$ cat config.mk
export PLATFORM = sky130hd
export DESIGN_NAME = acse_core
export DESIGN_NICKNAME = d
export VERILOG_FILES = /design/src/design/acse_pkg.sv /design/src/design/acse_if.sv /design/src/design/acse_core.sv /design/src/design/acse_ram.sv /design/src/design/acse_watchdog.sv
export SDC_FILE = /design/constraint.sdc
export NUM_CORES = 2
export LEC_CHECK = 0
export BUFFER_PORTS_ARGS = -buffer_cell sky130_fd_sc_hd__buf_2
export CAP_MARGIN = 10
export CORE_UTILIZATION = 50
export CTS_BUF_LIST = sky130_fd_sc_hd__clkbuf_8
export DETAILED_ROUTE_END_ITERATION = 10
export GPL_TIMING_DRIVEN = 0
export PLACE_DENSITY = 0.66
export SKIP_LAST_GASP = 1
export SYNTH_ARGS = -nofsm -noshare
export SYNTH_HDL_FRONTEND = slang
export SYNTH_SLANG_ARGS = --single-unit
$ cat constraint.sdc
create_clock -name core_clk -period 2.9 [get_ports core_clk]
set_input_delay 0.58 -clock core_clk [delete_from_list [all_inputs] [get_ports core_clk]]
set_output_delay 0.58 -clock core_clk [all_outputs]
set_load 0.01 [all_outputs]
$ cat src/design/acse_pkg.sv
/*
 * Shared constants for the accumulator store and exchange execution group:
 * opcodes, register indices, reset values and timing defaults.
 * Assumes a 10-bit instruction word and 4-bit data path.
 */
`default_nettype none
package acse_pkg;
    localparam int unsigned NIB_W    = 4;
    localparam int unsigned INSTR_W  = 10;
    localparam int unsigned RAM_AW   = 8;
    localparam int unsigned RAM_WORDS = 256;
    localparam int unsigned REG_AW   = 5;

    // Fixed opcodes
    localparam logic [9:0] OP_LOAD_EXTENDED_PAIR = 10'h01a;
    localparam logic [9:0] OP_LOAD_INT_EDGE_CTRL = 10'h217;
    localparam logic [9:0] OP_LOAD_WAKE_CTRL_0   = 10'h21b;
    localparam logic [9:0] OP_LOAD_WAKE_CTRL_1   = 10'h214;
    localparam logic [9:0] OP_LOAD_WAKE_CTRL_2   = 10'h215;
    localparam logic [9:0] OP_LOAD_CLOCK_CTRL    = 10'h216;
    localparam logic [9:0] OP_LOAD_PULLUP_CTRL_0 = 10'h22d;
    localparam logic [9:0] OP_LOAD_PULLUP_CTRL_1 = 10'h22e;
    localparam logic [9:0] OP_LOAD_PULLUP_CTRL_2 = 10'h22f;
    localparam logic [9:0] OP_LOAD_RELOAD_PAIR   = 10'h23f;
    localparam logic [9:0] OP_LOAD_IRQ_CTRL_1    = 10'h03f;
    localparam logic [9:0] OP_LOAD_IRQ_CTRL_2    = 10'h03e;
    localparam logic [9:0] OP_LOAD_TIMER_CTRL_1  = 10'h20e;
    localparam logic [9:0] OP_LOAD_TIMER_CTRL_2  = 10'h20f;
    localparam logic [9:0] OP_LOAD_TIMER_CTRL_6  = 10'h227;
    localparam logic [9:0] OP_LOAD_PTR_LOW       = 10'h00c;
    localparam logic [9:0] OP_WATCHDOG_RESTART   = 10'h2a0;
    localparam logic [9:0] OP_WATCHDOG_DISABLE   = 10'h29c;

    // Opcodes with a 4-bit immediate in bits 3..0, matched on bits 9..4
    localparam logic [5:0] OPH_STORE_ACC_TO_RAM  = 6'h2b;
    localparam logic [5:0] OPH_SWAP_ACC_RAM      = 6'h2d;
    localparam logic [5:0] OPH_SWAP_RAM_INC_SKIP = 6'h2e;
    localparam logic [5:0] OPH_SWAP_RAM_DEC_SKIP = 6'h2f;

    // Register port indices
    localparam logic [4:0] RI_ACC       = 5'h00;
    localparam logic [4:0] RI_BREG      = 5'h01;
    localparam logic [4:0] RI_XPTR      = 5'h02;
    localparam logic [4:0] RI_YPTR      = 5'h03;
    localparam logic [4:0] RI_EXT_LO    = 5'h04;
    localparam logic [4:0] RI_EXT_HI    = 5'h05;
    localparam logic [4:0] RI_INT_EDGE  = 5'h06;
    localparam logic [4:0] RI_WAKE0     = 5'h07;
    localparam logic [4:0] RI_WAKE1     = 5'h08;
    localparam logic [4:0] RI_WAKE2     = 5'h09;
    localparam logic [4:0] RI_CLK_CTRL  = 5'h0a;
    localparam logic [4:0] RI_PU0       = 5'h0b;
    localparam logic [4:0] RI_PU1       = 5'h0c;
    localparam logic [4:0] RI_PU2       = 5'h0d;
    localparam logic [4:0] RI_RELOAD_LO = 5'h0e;
    localparam logic [4:0] RI_RELOAD_HI = 5'h0f;
    localparam logic [4:0] RI_IRQ1      = 5'h10;
    localparam logic [4:0] RI_IRQ2      = 5'h11;
    localparam logic [4:0] RI_TM1       = 5'h12;
    localparam logic [4:0] RI_TM2       = 5'h13;
    localparam logic [4:0] RI_TM6       = 5'h14;
    localparam logic [4:0] RI_STATUS    = 5'h15;

    // Status bit positions
    localparam int unsigned ST_WDF_BIT  = 0;
    localparam int unsigned ST_RUN_BIT  = 1;
    localparam int unsigned ST_SKIP_BIT = 2;

    // Reset values
    localparam logic [3:0] NIB_RST  = 4'h0;
    localparam logic [7:0] BYTE_RST = 8'h00;

    // Watchdog period in core clock cycles
    localparam int unsigned WD_PERIOD_DEF = 65536;

    // True when the upper six opcode bits select an immediate-form op
    function automatic logic imm_op(input logic [9:0] ins, input logic [5:0] hi);
        return ins[9:4] == hi;
    endfunction
endpackage
`default_nettype wire

$ cat src/design/acse_if.sv
/*
 * Internal carriers: RAM port and watchdog control between the core
 * and its two leaf modules. Assumes all ends run on core_clk.
 */
`timescale 1ns/10ps
`default_nettype none
interface acse_ram_if;
    logic [7:0] addr;
    logic [3:0] wdata;
    logic       we;
    logic [3:0] rdata;
    modport core (output addr, output wdata, output we, input rdata);
    modport mem  (input addr, input wdata, input we, output rdata);
endinterface

interface acse_wd_if;
    logic restart;
    logic stop;
    logic clear_flag;
    logic flag;
    logic running;
    modport core (output restart, output stop, output clear_flag,
                  input flag, input running);
    modport unit (input restart, input stop, input clear_flag,
                  output flag, output running);
endinterface
`default_nettype wire

$ cat src/design/acse_core.sv
/*
 * Execution of the accumulator store, pointer load, watchdog restart
 * and accumulator/RAM exchange instructions of a 4-bit core.
 * Assumes instructions arrive one per instr_valid on core_clk and that
 * the sequencer honours skip_next; registers are also reachable over a
 * plain read/write port.
 */
// Decided for this implementation: strobed register access and the register addresses.
`timescale 1ns/10ps
`default_nettype none
module acse_core import acse_pkg::*; #(
    parameter int unsigned WD_PERIOD = WD_PERIOD_DEF
) (
    // Clock and reset
    input  wire logic       core_clk,
    input  wire logic       reset_n,
    // Instruction stream
    input  wire logic       instr_valid,
    input  wire logic [9:0] instr,
    // Register port
    input  wire logic [4:0] reg_addr,
    input  wire logic [3:0] reg_wdata,
    input  wire logic       reg_wr,
    input  wire logic       reg_rd,
    output logic      [3:0] reg_rdata,
    // Execution status
    output logic            skip_next,
    output logic            wd_flag,
    output logic            wd_running,
    // Control registers toward peripherals, then the accumulator and pointer low nibble
    output logic      [7:0] ext_reg,
    output logic      [3:0] int_edge_ctrl,
    output logic      [3:0] wake_ctrl_0,
    output logic      [3:0] wake_ctrl_1,
    output logic      [3:0] wake_ctrl_2,
    output logic      [3:0] clock_ctrl_reg,
    output logic      [3:0] pullup_ctrl_0,
    output logic      [3:0] pullup_ctrl_1,
    output logic      [3:0] pullup_ctrl_2,
    output logic      [7:0] timer_first_reload,
    output logic      [3:0] irq_ctrl_1,
    output logic      [3:0] irq_ctrl_2,
    output logic      [3:0] timer_ctrl_1,
    output logic      [3:0] timer_ctrl_2,
    output logic      [3:0] timer_ctrl_6,
    output logic      [3:0] acc,
    output logic      [3:0] ptr_low
);
    typedef struct packed {
        logic [3:0] acc;
        logic [3:0] breg;
        logic [3:0] xptr;
        logic [3:0] yptr;
        logic [7:0] ext;
        logic [3:0] int_edge;
        logic [3:0] wake0;
        logic [3:0] wake1;
        logic [3:0] wake2;
        logic [3:0] clk_ctrl;
        logic [3:0] pu0;
        logic [3:0] pu1;
        logic [3:0] pu2;
        logic [7:0] reload;
        logic [3:0] irq1;
        logic [3:0] irq2;
        logic [3:0] tm1;
        logic [3:0] tm2;
        logic [3:0] tm6;
        logic       skip_pend;
        logic       skip_out;
        logic       after_dis;
        logic       wdf;
        logic       wrun;
        logic [3:0] rdata;
    } acse_core_s;

    acse_core_s st;
    acse_core_s next_st;
    logic       exec;
    logic [3:0] imm;
    logic [3:0] rd_val;

    acse_ram_if ram ();
    acse_wd_if  wd ();

    acse_ram #(
        .DEPTH (RAM_WORDS)
    ) u_ram (
        .core_clk (core_clk),
        .reset_n  (reset_n),
        .port     (ram.mem)
    );

    acse_watchdog #(
        .PERIOD (WD_PERIOD)
    ) u_wd (
        .core_clk (core_clk),
        .reset_n  (reset_n),
        .ctl      (wd.unit)
    );

    // A skipped slot is consumed without effect
    assign exec = instr_valid && !st.skip_pend;
    assign imm  = instr[3:0];

    // Data pointer is X as the high nibble, Y as the low nibble
    assign ram.addr = {st.xptr, st.yptr};

    // Read mux sees the registers before this cycle's update
    always_comb begin
        case (reg_addr)
            RI_ACC:       rd_val = st.acc;
            RI_BREG:      rd_val = st.breg;
            RI_XPTR:      rd_val = st.xptr;
            RI_YPTR:      rd_val = st.yptr;
            RI_EXT_LO:    rd_val = st.ext[3:0];
            RI_EXT_HI:    rd_val = st.ext[7:4];
            RI_INT_EDGE:  rd_val = st.int_edge;
            RI_WAKE0:     rd_val = st.wake0;
            RI_WAKE1:     rd_val = st.wake1;
            RI_WAKE2:     rd_val = st.wake2;
            RI_CLK_CTRL:  rd_val = st.clk_ctrl;
            RI_PU0:       rd_val = st.pu0;
            RI_PU1:       rd_val = st.pu1;
            RI_PU2:       rd_val = st.pu2;
            RI_RELOAD_LO: rd_val = st.reload[3:0];
            RI_RELOAD_HI: rd_val = st.reload[7:4];
            RI_IRQ1:      rd_val = st.irq1;
            RI_IRQ2:      rd_val = st.irq2;
            RI_TM1:       rd_val = st.tm1;
            RI_TM2:       rd_val = st.tm2;
            RI_TM6:       rd_val = st.tm6;
            RI_STATUS: begin
                rd_val              = 4'h0;
                rd_val[ST_WDF_BIT]  = wd.flag;
                rd_val[ST_RUN_BIT]  = wd.running;
                rd_val[ST_SKIP_BIT] = st.skip_pend;
            end
            default:      rd_val = 4'h0;
        endcase
    end

    // Instruction execution; an instruction overrides a port write
    // to the same register in the same cycle
    always_comb begin
        next_st           = st;
        next_st.skip_out  = 1'b0;
        next_st.rdata     = reg_rd ? rd_val : 4'h0;
        next_st.wdf       = wd.flag;
        next_st.wrun      = wd.running;
        ram.we            = 1'b0;
        ram.wdata         = st.acc;
        wd.restart        = 1'b0;
        wd.stop           = 1'b0;
        wd.clear_flag     = 1'b0;
        if (reg_wr) begin
            case (reg_addr)
                RI_ACC:  next_st.acc  = reg_wdata;
                RI_BREG: next_st.breg = reg_wdata;
                RI_XPTR: next_st.xptr = reg_wdata;
                RI_YPTR: next_st.yptr = reg_wdata;
                default: ;
            endcase
        end
        if (instr_valid) begin
            next_st.skip_pend = 1'b0;
            next_st.after_dis = exec && (instr == OP_WATCHDOG_DISABLE);
        end
        // One word, one cycle each; no carry exists in this datapath
        if (exec) begin
            case (instr)
                OP_LOAD_EXTENDED_PAIR: next_st.ext      = {st.breg, st.acc};
                OP_LOAD_INT_EDGE_CTRL: next_st.int_edge = st.acc;
                OP_LOAD_WAKE_CTRL_0:   next_st.wake0    = st.acc;
                OP_LOAD_WAKE_CTRL_1:   next_st.wake1    = st.acc;
                OP_LOAD_WAKE_CTRL_2:   next_st.wake2    = st.acc;
                OP_LOAD_CLOCK_CTRL:    next_st.clk_ctrl = st.acc;
                OP_LOAD_PULLUP_CTRL_0: next_st.pu0      = st.acc;
                OP_LOAD_PULLUP_CTRL_1: next_st.pu1      = st.acc;
                OP_LOAD_PULLUP_CTRL_2: next_st.pu2      = st.acc;
                OP_LOAD_RELOAD_PAIR:   next_st.reload   = {st.breg, st.acc};
                OP_LOAD_IRQ_CTRL_1:    next_st.irq1     = st.acc;
                OP_LOAD_IRQ_CTRL_2:    next_st.irq2     = st.acc;
                OP_LOAD_TIMER_CTRL_1:  next_st.tm1      = st.acc;
                OP_LOAD_TIMER_CTRL_2:  next_st.tm2      = st.acc;
                OP_LOAD_TIMER_CTRL_6:  next_st.tm6      = st.acc;
                OP_LOAD_PTR_LOW:       next_st.yptr     = st.acc;
                OP_WATCHDOG_RESTART: begin
                    wd.restart = 1'b1;
                    // Registered flag tested; the restart pre-empts any expiry this cycle
                    if (wd.flag) begin
                        next_st.skip_pend = 1'b1;
                        next_st.skip_out  = 1'b1;
                        wd.clear_flag     = 1'b1;
                    end
                    if (st.after_dis) begin
                        wd.stop = 1'b1;
                    end
                end
                default: begin
                    case (instr[9:4])
                        OPH_STORE_ACC_TO_RAM: begin
                            ram.we       = 1'b1;
                            next_st.xptr = st.xptr ^ imm;
                        end
                        OPH_SWAP_ACC_RAM: begin
                            ram.we       = 1'b1;
                            next_st.acc  = ram.rdata;
                            next_st.xptr = st.xptr ^ imm;
                        end
                        OPH_SWAP_RAM_DEC_SKIP: begin
                            ram.we       = 1'b1;
                            next_st.acc  = ram.rdata;
                            next_st.xptr = st.xptr ^ imm;
                            next_st.yptr = st.yptr - 4'h1;
                            if (st.yptr == 4'h0) begin
                                next_st.skip_pend = 1'b1;
                                next_st.skip_out  = 1'b1;
                            end
                        end
                        OPH_SWAP_RAM_INC_SKIP: begin
                            ram.we       = 1'b1;
                            next_st.acc  = ram.rdata;
                            next_st.xptr = st.xptr ^ imm;
                            next_st.yptr = st.yptr + 4'h1;
                            if (st.yptr == 4'hf) begin
                                next_st.skip_pend = 1'b1;
                                next_st.skip_out  = 1'b1;
                            end
                        end
                        default: ;
                    endcase
                end
            endcase
        end
    end

    // Single state register
    always_ff @(posedge core_clk or negedge reset_n) begin
        if (!reset_n) begin
            st      <= '0;
            st.wrun <= 1'b1;
        end else begin
            st <= next_st;
        end
    end

    // Outputs straight from flops
    assign reg_rdata          = st.rdata;
    assign skip_next          = st.skip_out;
    assign wd_flag            = st.wdf;
    assign wd_running         = st.wrun;
    assign ext_reg            = st.ext;
    assign int_edge_ctrl      = st.int_edge;
    assign wake_ctrl_0        = st.wake0;
    assign wake_ctrl_1        = st.wake1;
    assign wake_ctrl_2        = st.wake2;
    assign clock_ctrl_reg     = st.clk_ctrl;
    assign pullup_ctrl_0      = st.pu0;
    assign pullup_ctrl_1      = st.pu1;
    assign pullup_ctrl_2      = st.pu2;
    assign timer_first_reload = st.reload;
    assign irq_ctrl_1         = st.irq1;
    assign irq_ctrl_2         = st.irq2;
    assign timer_ctrl_1       = st.tm1;
    assign timer_ctrl_2       = st.tm2;
    assign timer_ctrl_6       = st.tm6;
    assign acc                = st.acc;
    assign ptr_low            = st.yptr;
endmodule
`default_nettype wire

$ cat src/design/acse_ram.sv
/*
 * Nibble-wide data RAM addressed by the data pointer.
 * Assumes writes are one-cycle strobes; read is combinational.
 */
`timescale 1ns/10ps
`default_nettype none
module acse_ram import acse_pkg::*; #(
    parameter int unsigned DEPTH = RAM_WORDS
) (
    // Clock and reset
    input wire logic core_clk,
    input wire logic reset_n,
    // Access port
    acse_ram_if.mem  port
);
    typedef struct packed {
        logic [DEPTH-1:0][3:0] mem;
    } acse_ram_s;

    acse_ram_s st;
    acse_ram_s next_st;

    // The pointer reaches exactly the whole array, no more, no less
    if (DEPTH != (1 << RAM_AW)) begin : g_bad_depth
        $error("acse_ram: DEPTH must equal 2**RAM_AW");
    end

    assign port.rdata = st.mem[port.addr];

    // Single write port
    always_comb begin
        next_st = st;
        if (port.we) begin
            next_st.mem[port.addr] = port.wdata;
        end
    end

    // Cleared at reset so reads are never undefined
    always_ff @(posedge core_clk or negedge reset_n) begin
        if (!reset_n) begin
            st <= '0;
        end else begin
            st <= next_st;
        end
    end
endmodule
`default_nettype wire

$ cat src/design/acse_watchdog.sv
/*
 * Watchdog counter: raises its flag at each period end,
 * restarts on command and stops for good once told to.
 * Assumes command strobes are one cycle long on core_clk.
 */
`timescale 1ns/10ps
`default_nettype none
module acse_watchdog import acse_pkg::*; #(
    parameter int unsigned PERIOD = WD_PERIOD_DEF
) (
    // Clock and reset
    input wire logic core_clk,
    input wire logic reset_n,
    // Control
    acse_wd_if.unit  ctl
);
    localparam int unsigned CW = $clog2(PERIOD);
    localparam logic [CW-1:0] LAST = CW'(PERIOD - 1);

    if (PERIOD < 2) begin : g_bad_period
        $error("acse_watchdog: PERIOD must be at least 2");
    end

    typedef struct packed {
        logic [CW-1:0] cnt;
        logic          flag;
        logic          running;
    } acse_wd_s;

    acse_wd_s st;
    acse_wd_s next_st;

    assign ctl.flag    = st.flag;
    assign ctl.running = st.running;

    // Count, expire, clear; an expiry beats a clear in the same cycle
    always_comb begin
        next_st = st;
        if (ctl.clear_flag) begin
            next_st.flag = 1'b0;
        end
        if (ctl.stop) begin
            next_st.running = 1'b0;
            next_st.cnt     = '0;
        end else if (ctl.restart) begin
            next_st.cnt = '0;
        end else if (st.running) begin
            if (st.cnt == LAST) begin
                next_st.cnt  = '0;
                next_st.flag = 1'b1;
            end else begin
                next_st.cnt = st.cnt + 1'b1;
            end
        end
    end

    // Runs from reset onward
    always_ff @(posedge core_clk or negedge reset_n) begin
        if (!reset_n) begin
            st <= '{cnt: '0, flag: 1'b0, running: 1'b1};
        end else begin
            st <= next_st;
        end
    end
endmodule
`default_nettype wire

**Word-level counts from Yosys, hierarchy flattened**

Cells that the tools add are included.

- RAM bits: 0
- Output and inout bits: 83
- Bits in latches: 0
- ROM bits: 0
- Register bits after elaboration: 1135
- Memories: 0
- Word-level logic and storage cells: 423
- Input bits: 24

- Mux-type cells: 60
- Multiply operators: 0
- Shifts and indexed selects: 0
- Divide/modulo/power cells: 0
- Add/subtract/negate cells: 3
- Magnitude comparators: 2
- Bitwise operators: 1
- Equal/unequal tests: 45
- Reductions and logical operators: 28

Operators by type and width:

| operator | number |
|---|---|
| 1024-bit bitwise mux | 1 |
| 10-bit equality test, second input constant | 14 |
| 4-bit two-way mux | 25 |
| 4-bit case mux with 22 select lines | 1 |
| 78-bit two-way mux | 1 |
| 16-bit two-way mux | 4 |
| 5-bit by 4-bit equality test with 1-bit output, second input constant | 8 |
| 4-bit binary-select mux with 8-bit select | 1 |
| 4-bit demux with 8-bit select | 1 |
| 2-bit AND reduction | 16 |
| 16-bit OR reduction | 2 |
| 5-bit equality test, second input constant | 6 |
| 6-bit equality test, second input constant | 4 |
| 10-bit by 6-bit equality test with 1-bit output, second input constant | 2 |
| 5-bit by 3-bit equality test with 1-bit output, second input constant | 4 |
| 17-bit two-way mux | 1 |
| 17-bit OR reduction | 1 |
| 16-bit by 1-bit adder with 16-bit output, second input constant | 1 |
| 16-bit equality test, second input constant | 1 |
| 1-bit two-way mux | 16 |
| 8-bit two-way mux | 2 |
| 4-bit case mux with 2 select lines | 2 |
| 10-bit by 4-bit equality test with 1-bit output, second input constant | 1 |
| 10-bit by 5-bit equality test with 1-bit output, second input constant | 1 |
| other kinds (17) | 23 |

**Depth between registers and ports, before layout**

- Word-level depth: 8
- Mapped depth: 12
- Mapped depth without buffers: 9

**By module**

Synthesis repeated with hierarchy kept, for this count alone.

- Cells, all modules: 3746
- Area, all modules: 53561.4 µm²

By module, submodules not included:

| module | area each (µm²) | times used | cells each | sequential area each (µm²) |
|---|---|---|---|---|
| acse_ram | 46886.2 | 1 | 3103 | 25624.6 |
| acse_core | 5671.7 | 1 | 540 | 2328.5 |
| acse_watchdog | 1003.5 | 1 | 103 | 451.7 |

**Worst setup path before layout**

Ideal clock, no wire load.

- Path type: input to register
- Start: in instr[7]
- End: reg u_ram.st[988] in the netlist's numbering
- Path buffers: 2
- Required time: 2.775 ns
- Data arrival time: 2.632 ns
- Cell stages on the path: 8
- Library setup time: 0.125 ns
- Path slack: 0.143 ns
- Path through: or4b_1 -> nor2_1 -> a31o_2 -> buf_4 -> nor4_4 -> buf_4 -> nand2_1 -> mux2_2

- Cells in the longest elaborated chain, start to end: 5
- Elaborated cells between the ends (all ways): 26
- Classes of those cells: 21 x eq/ne; 3 x mux; 2 x reduce/logical

RTL lines:

| item | line | RTL |
|---|---|---|
| start, declared | acse_core.sv:19 | `input wire logic [9:0] instr,` |
| 6-bit equality test | acse_core.sv:201 | `case (instr[9:4])` |
| 4-bit OR reduction (no source line) | -- |  |
| 1-bit two-way mux | acse_core.sv:201 |  |
| 1-bit two-way mux (*) | acse_core.sv:171 | `case (instr)` |
| 1-bit two-way mux (*) | acse_core.sv:170 | `if (exec) begin` |
| end signal, assigned | acse_ram.sv:43 | `st <= next_st;` |
| end, declared | acse_ram.sv:20 | `acse_ram_s st;` |

Mark *: on every way between the ends. The rest lies on a longest branch, timed or not.
A chain may end at the register's enable or synchronous reset.

==> reports/qor.txt <==
status -> complete, but fails checks
failing checks -> negative hold slack, negative setup slack
Max Fanout on Critical Path -> 10
RSZ-0062 raised after global routing -> yes
Data arrival, critical path -> 3.94 ns
DR vias -> 37900
total of max-cap violations -> 0
prevailing post-synth register cell -> dfrtp_1
post-route minimum period -> 3.15 ns
synthesized net count -> 3843
flip-flop and latch area -> 28400 um^2
H-tree levels -> 4
die area -> 112000 um^2
area of the multi-input gates -> 25300 um^2
Clock Skew -> 0.0415 ns
antenna violations before repair -> 7
GPL Wtd Cong -> 1.03
clk_lat worst skew -> 0.92 ns
first-pass GRT wire length -> 288 mm
Clock Pin Slew Worst Setup and Hold Paths -> 0.07 ns
CP Capture Type -> register
Hold/Removal Path Class -> in2async
Required @ worst endpoint -> 3.69 ns
CTS tree -> built
Starting Density -> 0.506
largest net degree at the start of global routing -> 166
FF-to-FF path depth -> 8
flops & latches, synth -> 1135
count leader, synth -> dfrtp_1
DP Area -> 58200 um^2
post-synth top area cell -> dfrtp_1
Yosys top cell area share -> 0.514
R2R Setup Slk -> -0.25 ns
dominant cells by area after synthesis -> dfrtp_1, mux2_2, mux4_2, mux2_1, mux2i_1
area delta synth->final -> 17.3%
Finished Layout Cells -> 5866
share of cells above drive strength 1 -> 0.471
post-route setup slack -> -0.249 ns
I/O pin total -> 107
# DRC -> 0
clock root buffer -> clkbuf_8
per-cell routed wire length -> 34.9 um
Pleak -> 31.7 nW
type of the worst setup path -> reg2reg
Critical Path Source Type -> register
DR vias/cell -> 6.45
DIE HEIGHT -> 334 um
Yosys cell types -> 77
Die Span X -> 334 um
Final nets -> 4259
post-synthesis async set-or-reset flop share -> 1.00
Synth top cells by count -> dfrtp_1, mux2_2, mux4_2, mux2_1, nand2_1
CTS Hold Bufs -> 3
final setup violating endpoints -> 302
Final Core Density -> 0.593
overall routed net length -> 205 mm
sequential cell area fraction in the yosys report -> 0.515
vias in the first global route -> 37600
post-synthesis cell count -> 3815
PD cells -> 714 nW/um^2
Finished Cell Area -> 64800 um^2
CTS Buf Count -> 188
R2R Path Start -> ptr_low[2]
Core ar. -> 109000 um^2
Final Hold Viols -> 117
Reg with most FFs -> u_ram.st
Max Freq -> 0.318 GHz
dpl hpwl -> 141 mm
slew margin rel. -> 0.0905
1st-iter DRT viols -> 4550
Tot GR Track Use -> 0.370
max-slew violation count -> 0
max reg flops -> 1024
Cell Area, Synth -> 55200 um^2
filler cell count -> 8659
clock sinks -> 1135
grt ovf -> 0
CTS Buffer Depth -> 3
EDFF count, synth -> 0
Worst IR Drop VDD -> 394 uV
fin crit share -> 1.09
worst slew pin tran -> 1.36 ns
worst r2r dst -> acc[3]
Mean Syn Cell Area -> 14.5 um^2
final hold slack -> -0.340 ns
port bufs -> 104
antenna viol nets, final -> 0
biggest regs -> u_ram.st x1024, u_wd.st x16
placed cells -> 5428
Synth Warn # -> 0
row cnt -> 121
drt pass-1 iters -> 7
-- metal layers --
| layer | GRT usage | wire, um | vias to the layer above |
|---|---|---|---|
| met3 | 0.108 | 21500 | 631 |
| met1 | 0.492 | 80100 | 20100 |
| met2 | 0.538 | 88700 | 2179 |
| met4 | 0.224 | 14400 | 0 |
| met5 | 0 | 0 | - |
| li1 | - | - | 15000 |
-- area by class of cell --
class / instances / share of cell area
multi-input cells: 2286 / 0.391
plain buffers: 379 / 0.0483
repair buffers: 228 / 0.0326
flip-flops and latches: 1135 / 0.439
clock inverters: 97 / 0.00780
well taps: 1476 / 0.0285
clock buffers: 245 / 0.0521
inverters: 13 / 0.000773
diodes: 7 / 0.000270
-- placed cells by master, fill, tap and decap left out, types with 69 or more instances in the layout --
| cell type | count |
|---|---|
| mux4_2 | 252 |
| clkbuf_8 | 247 |
| buf_4 | 157 |
| clkbuf_1 | 154 |
| mux2_2 | 871 |
| nand2_1 | 195 |
| nand3_1 | 76 |
| mux2_1 | 241 |
| buf_2 | 126 |
| dfrtp_1 | 1128 |
| inv_1 | 79 |
| mux2i_1 | 69 |
-- timing repair --
action,4_1_cts,5_1_grt
gates resized for setup,370,81
setup endpoints to repair,962,526
buffers inserted,62,21
endpoints found under the hold margin,120,117
cloned,5,0
pin swaps,12,18
-- power breakdown --
| part | switching, mW | total (mW) | internal, mW | leakage [nW] |
|---|---|---|---|---|
| registers | 0.306 | 16.4 | 16.1 | 15.8 |
| clock network | 6.83 | 14.6 | 7.74 | 2.25 |
| logic | 10.7 | 15.2 | 4.55 | 13.6 |
-- worst max path at each step --
stage                    start  slack (ns)       endpoint  cells past startpoint
detailed placement  ptr_low[1]       -2.24         acc[3]                     11
global route        ptr_low[2]       -0.14         acc[3]                      8
finish              ptr_low[2]       -0.25         acc[3]                      8
global placement       reset_n      -24.08   u_ram.st[32]                      1
CTS                 ptr_low[0]       -0.19         acc[3]                     11
floorplan             instr[7]        0.14  u_ram.st[988]                      8
-- cell families (layout without fill, tap and decap cells) --
logic type,count (synthesis),in the layout,synth area share
xor gates and xnor gates,15,15,0.00238
and+or+nand+nor,582,582,0.0674
adders and majority gates,5,5,0.00122
DFF,1135,1135,0.515
buffers and inverters,394,962,0.0381
other,0,7,0
AOI/OAI and AO/OA,213,213,0.0271
muxes,1471,1471,0.349
-- per-stage QoR --
step                TNS [ns]  setup WS [ns]  power (mW)
finish                -19.23         -0.249        46.2
global route           -4.12         -0.140        46.9
CTS                   -10.16         -0.193        45.4
detailed placement   -600.91          -2.24        29.0
global placement           -         -24.08        28.6
floorplan                  0          0.143        22.0
-- critical path, cell delays in order (launching register included) --
cell,delay (ns)
dfrtp_2,0.50
buf_4,0.26
nor2b_1,0.36
clkbuf_1,0.94
a22oi_1,0.37
a21oi_1,0.23
o21ai_0,0.09
nand3_1,0.16
a31oi_1,0.10
No activity file was read; power rests on OpenSTA's default activity.
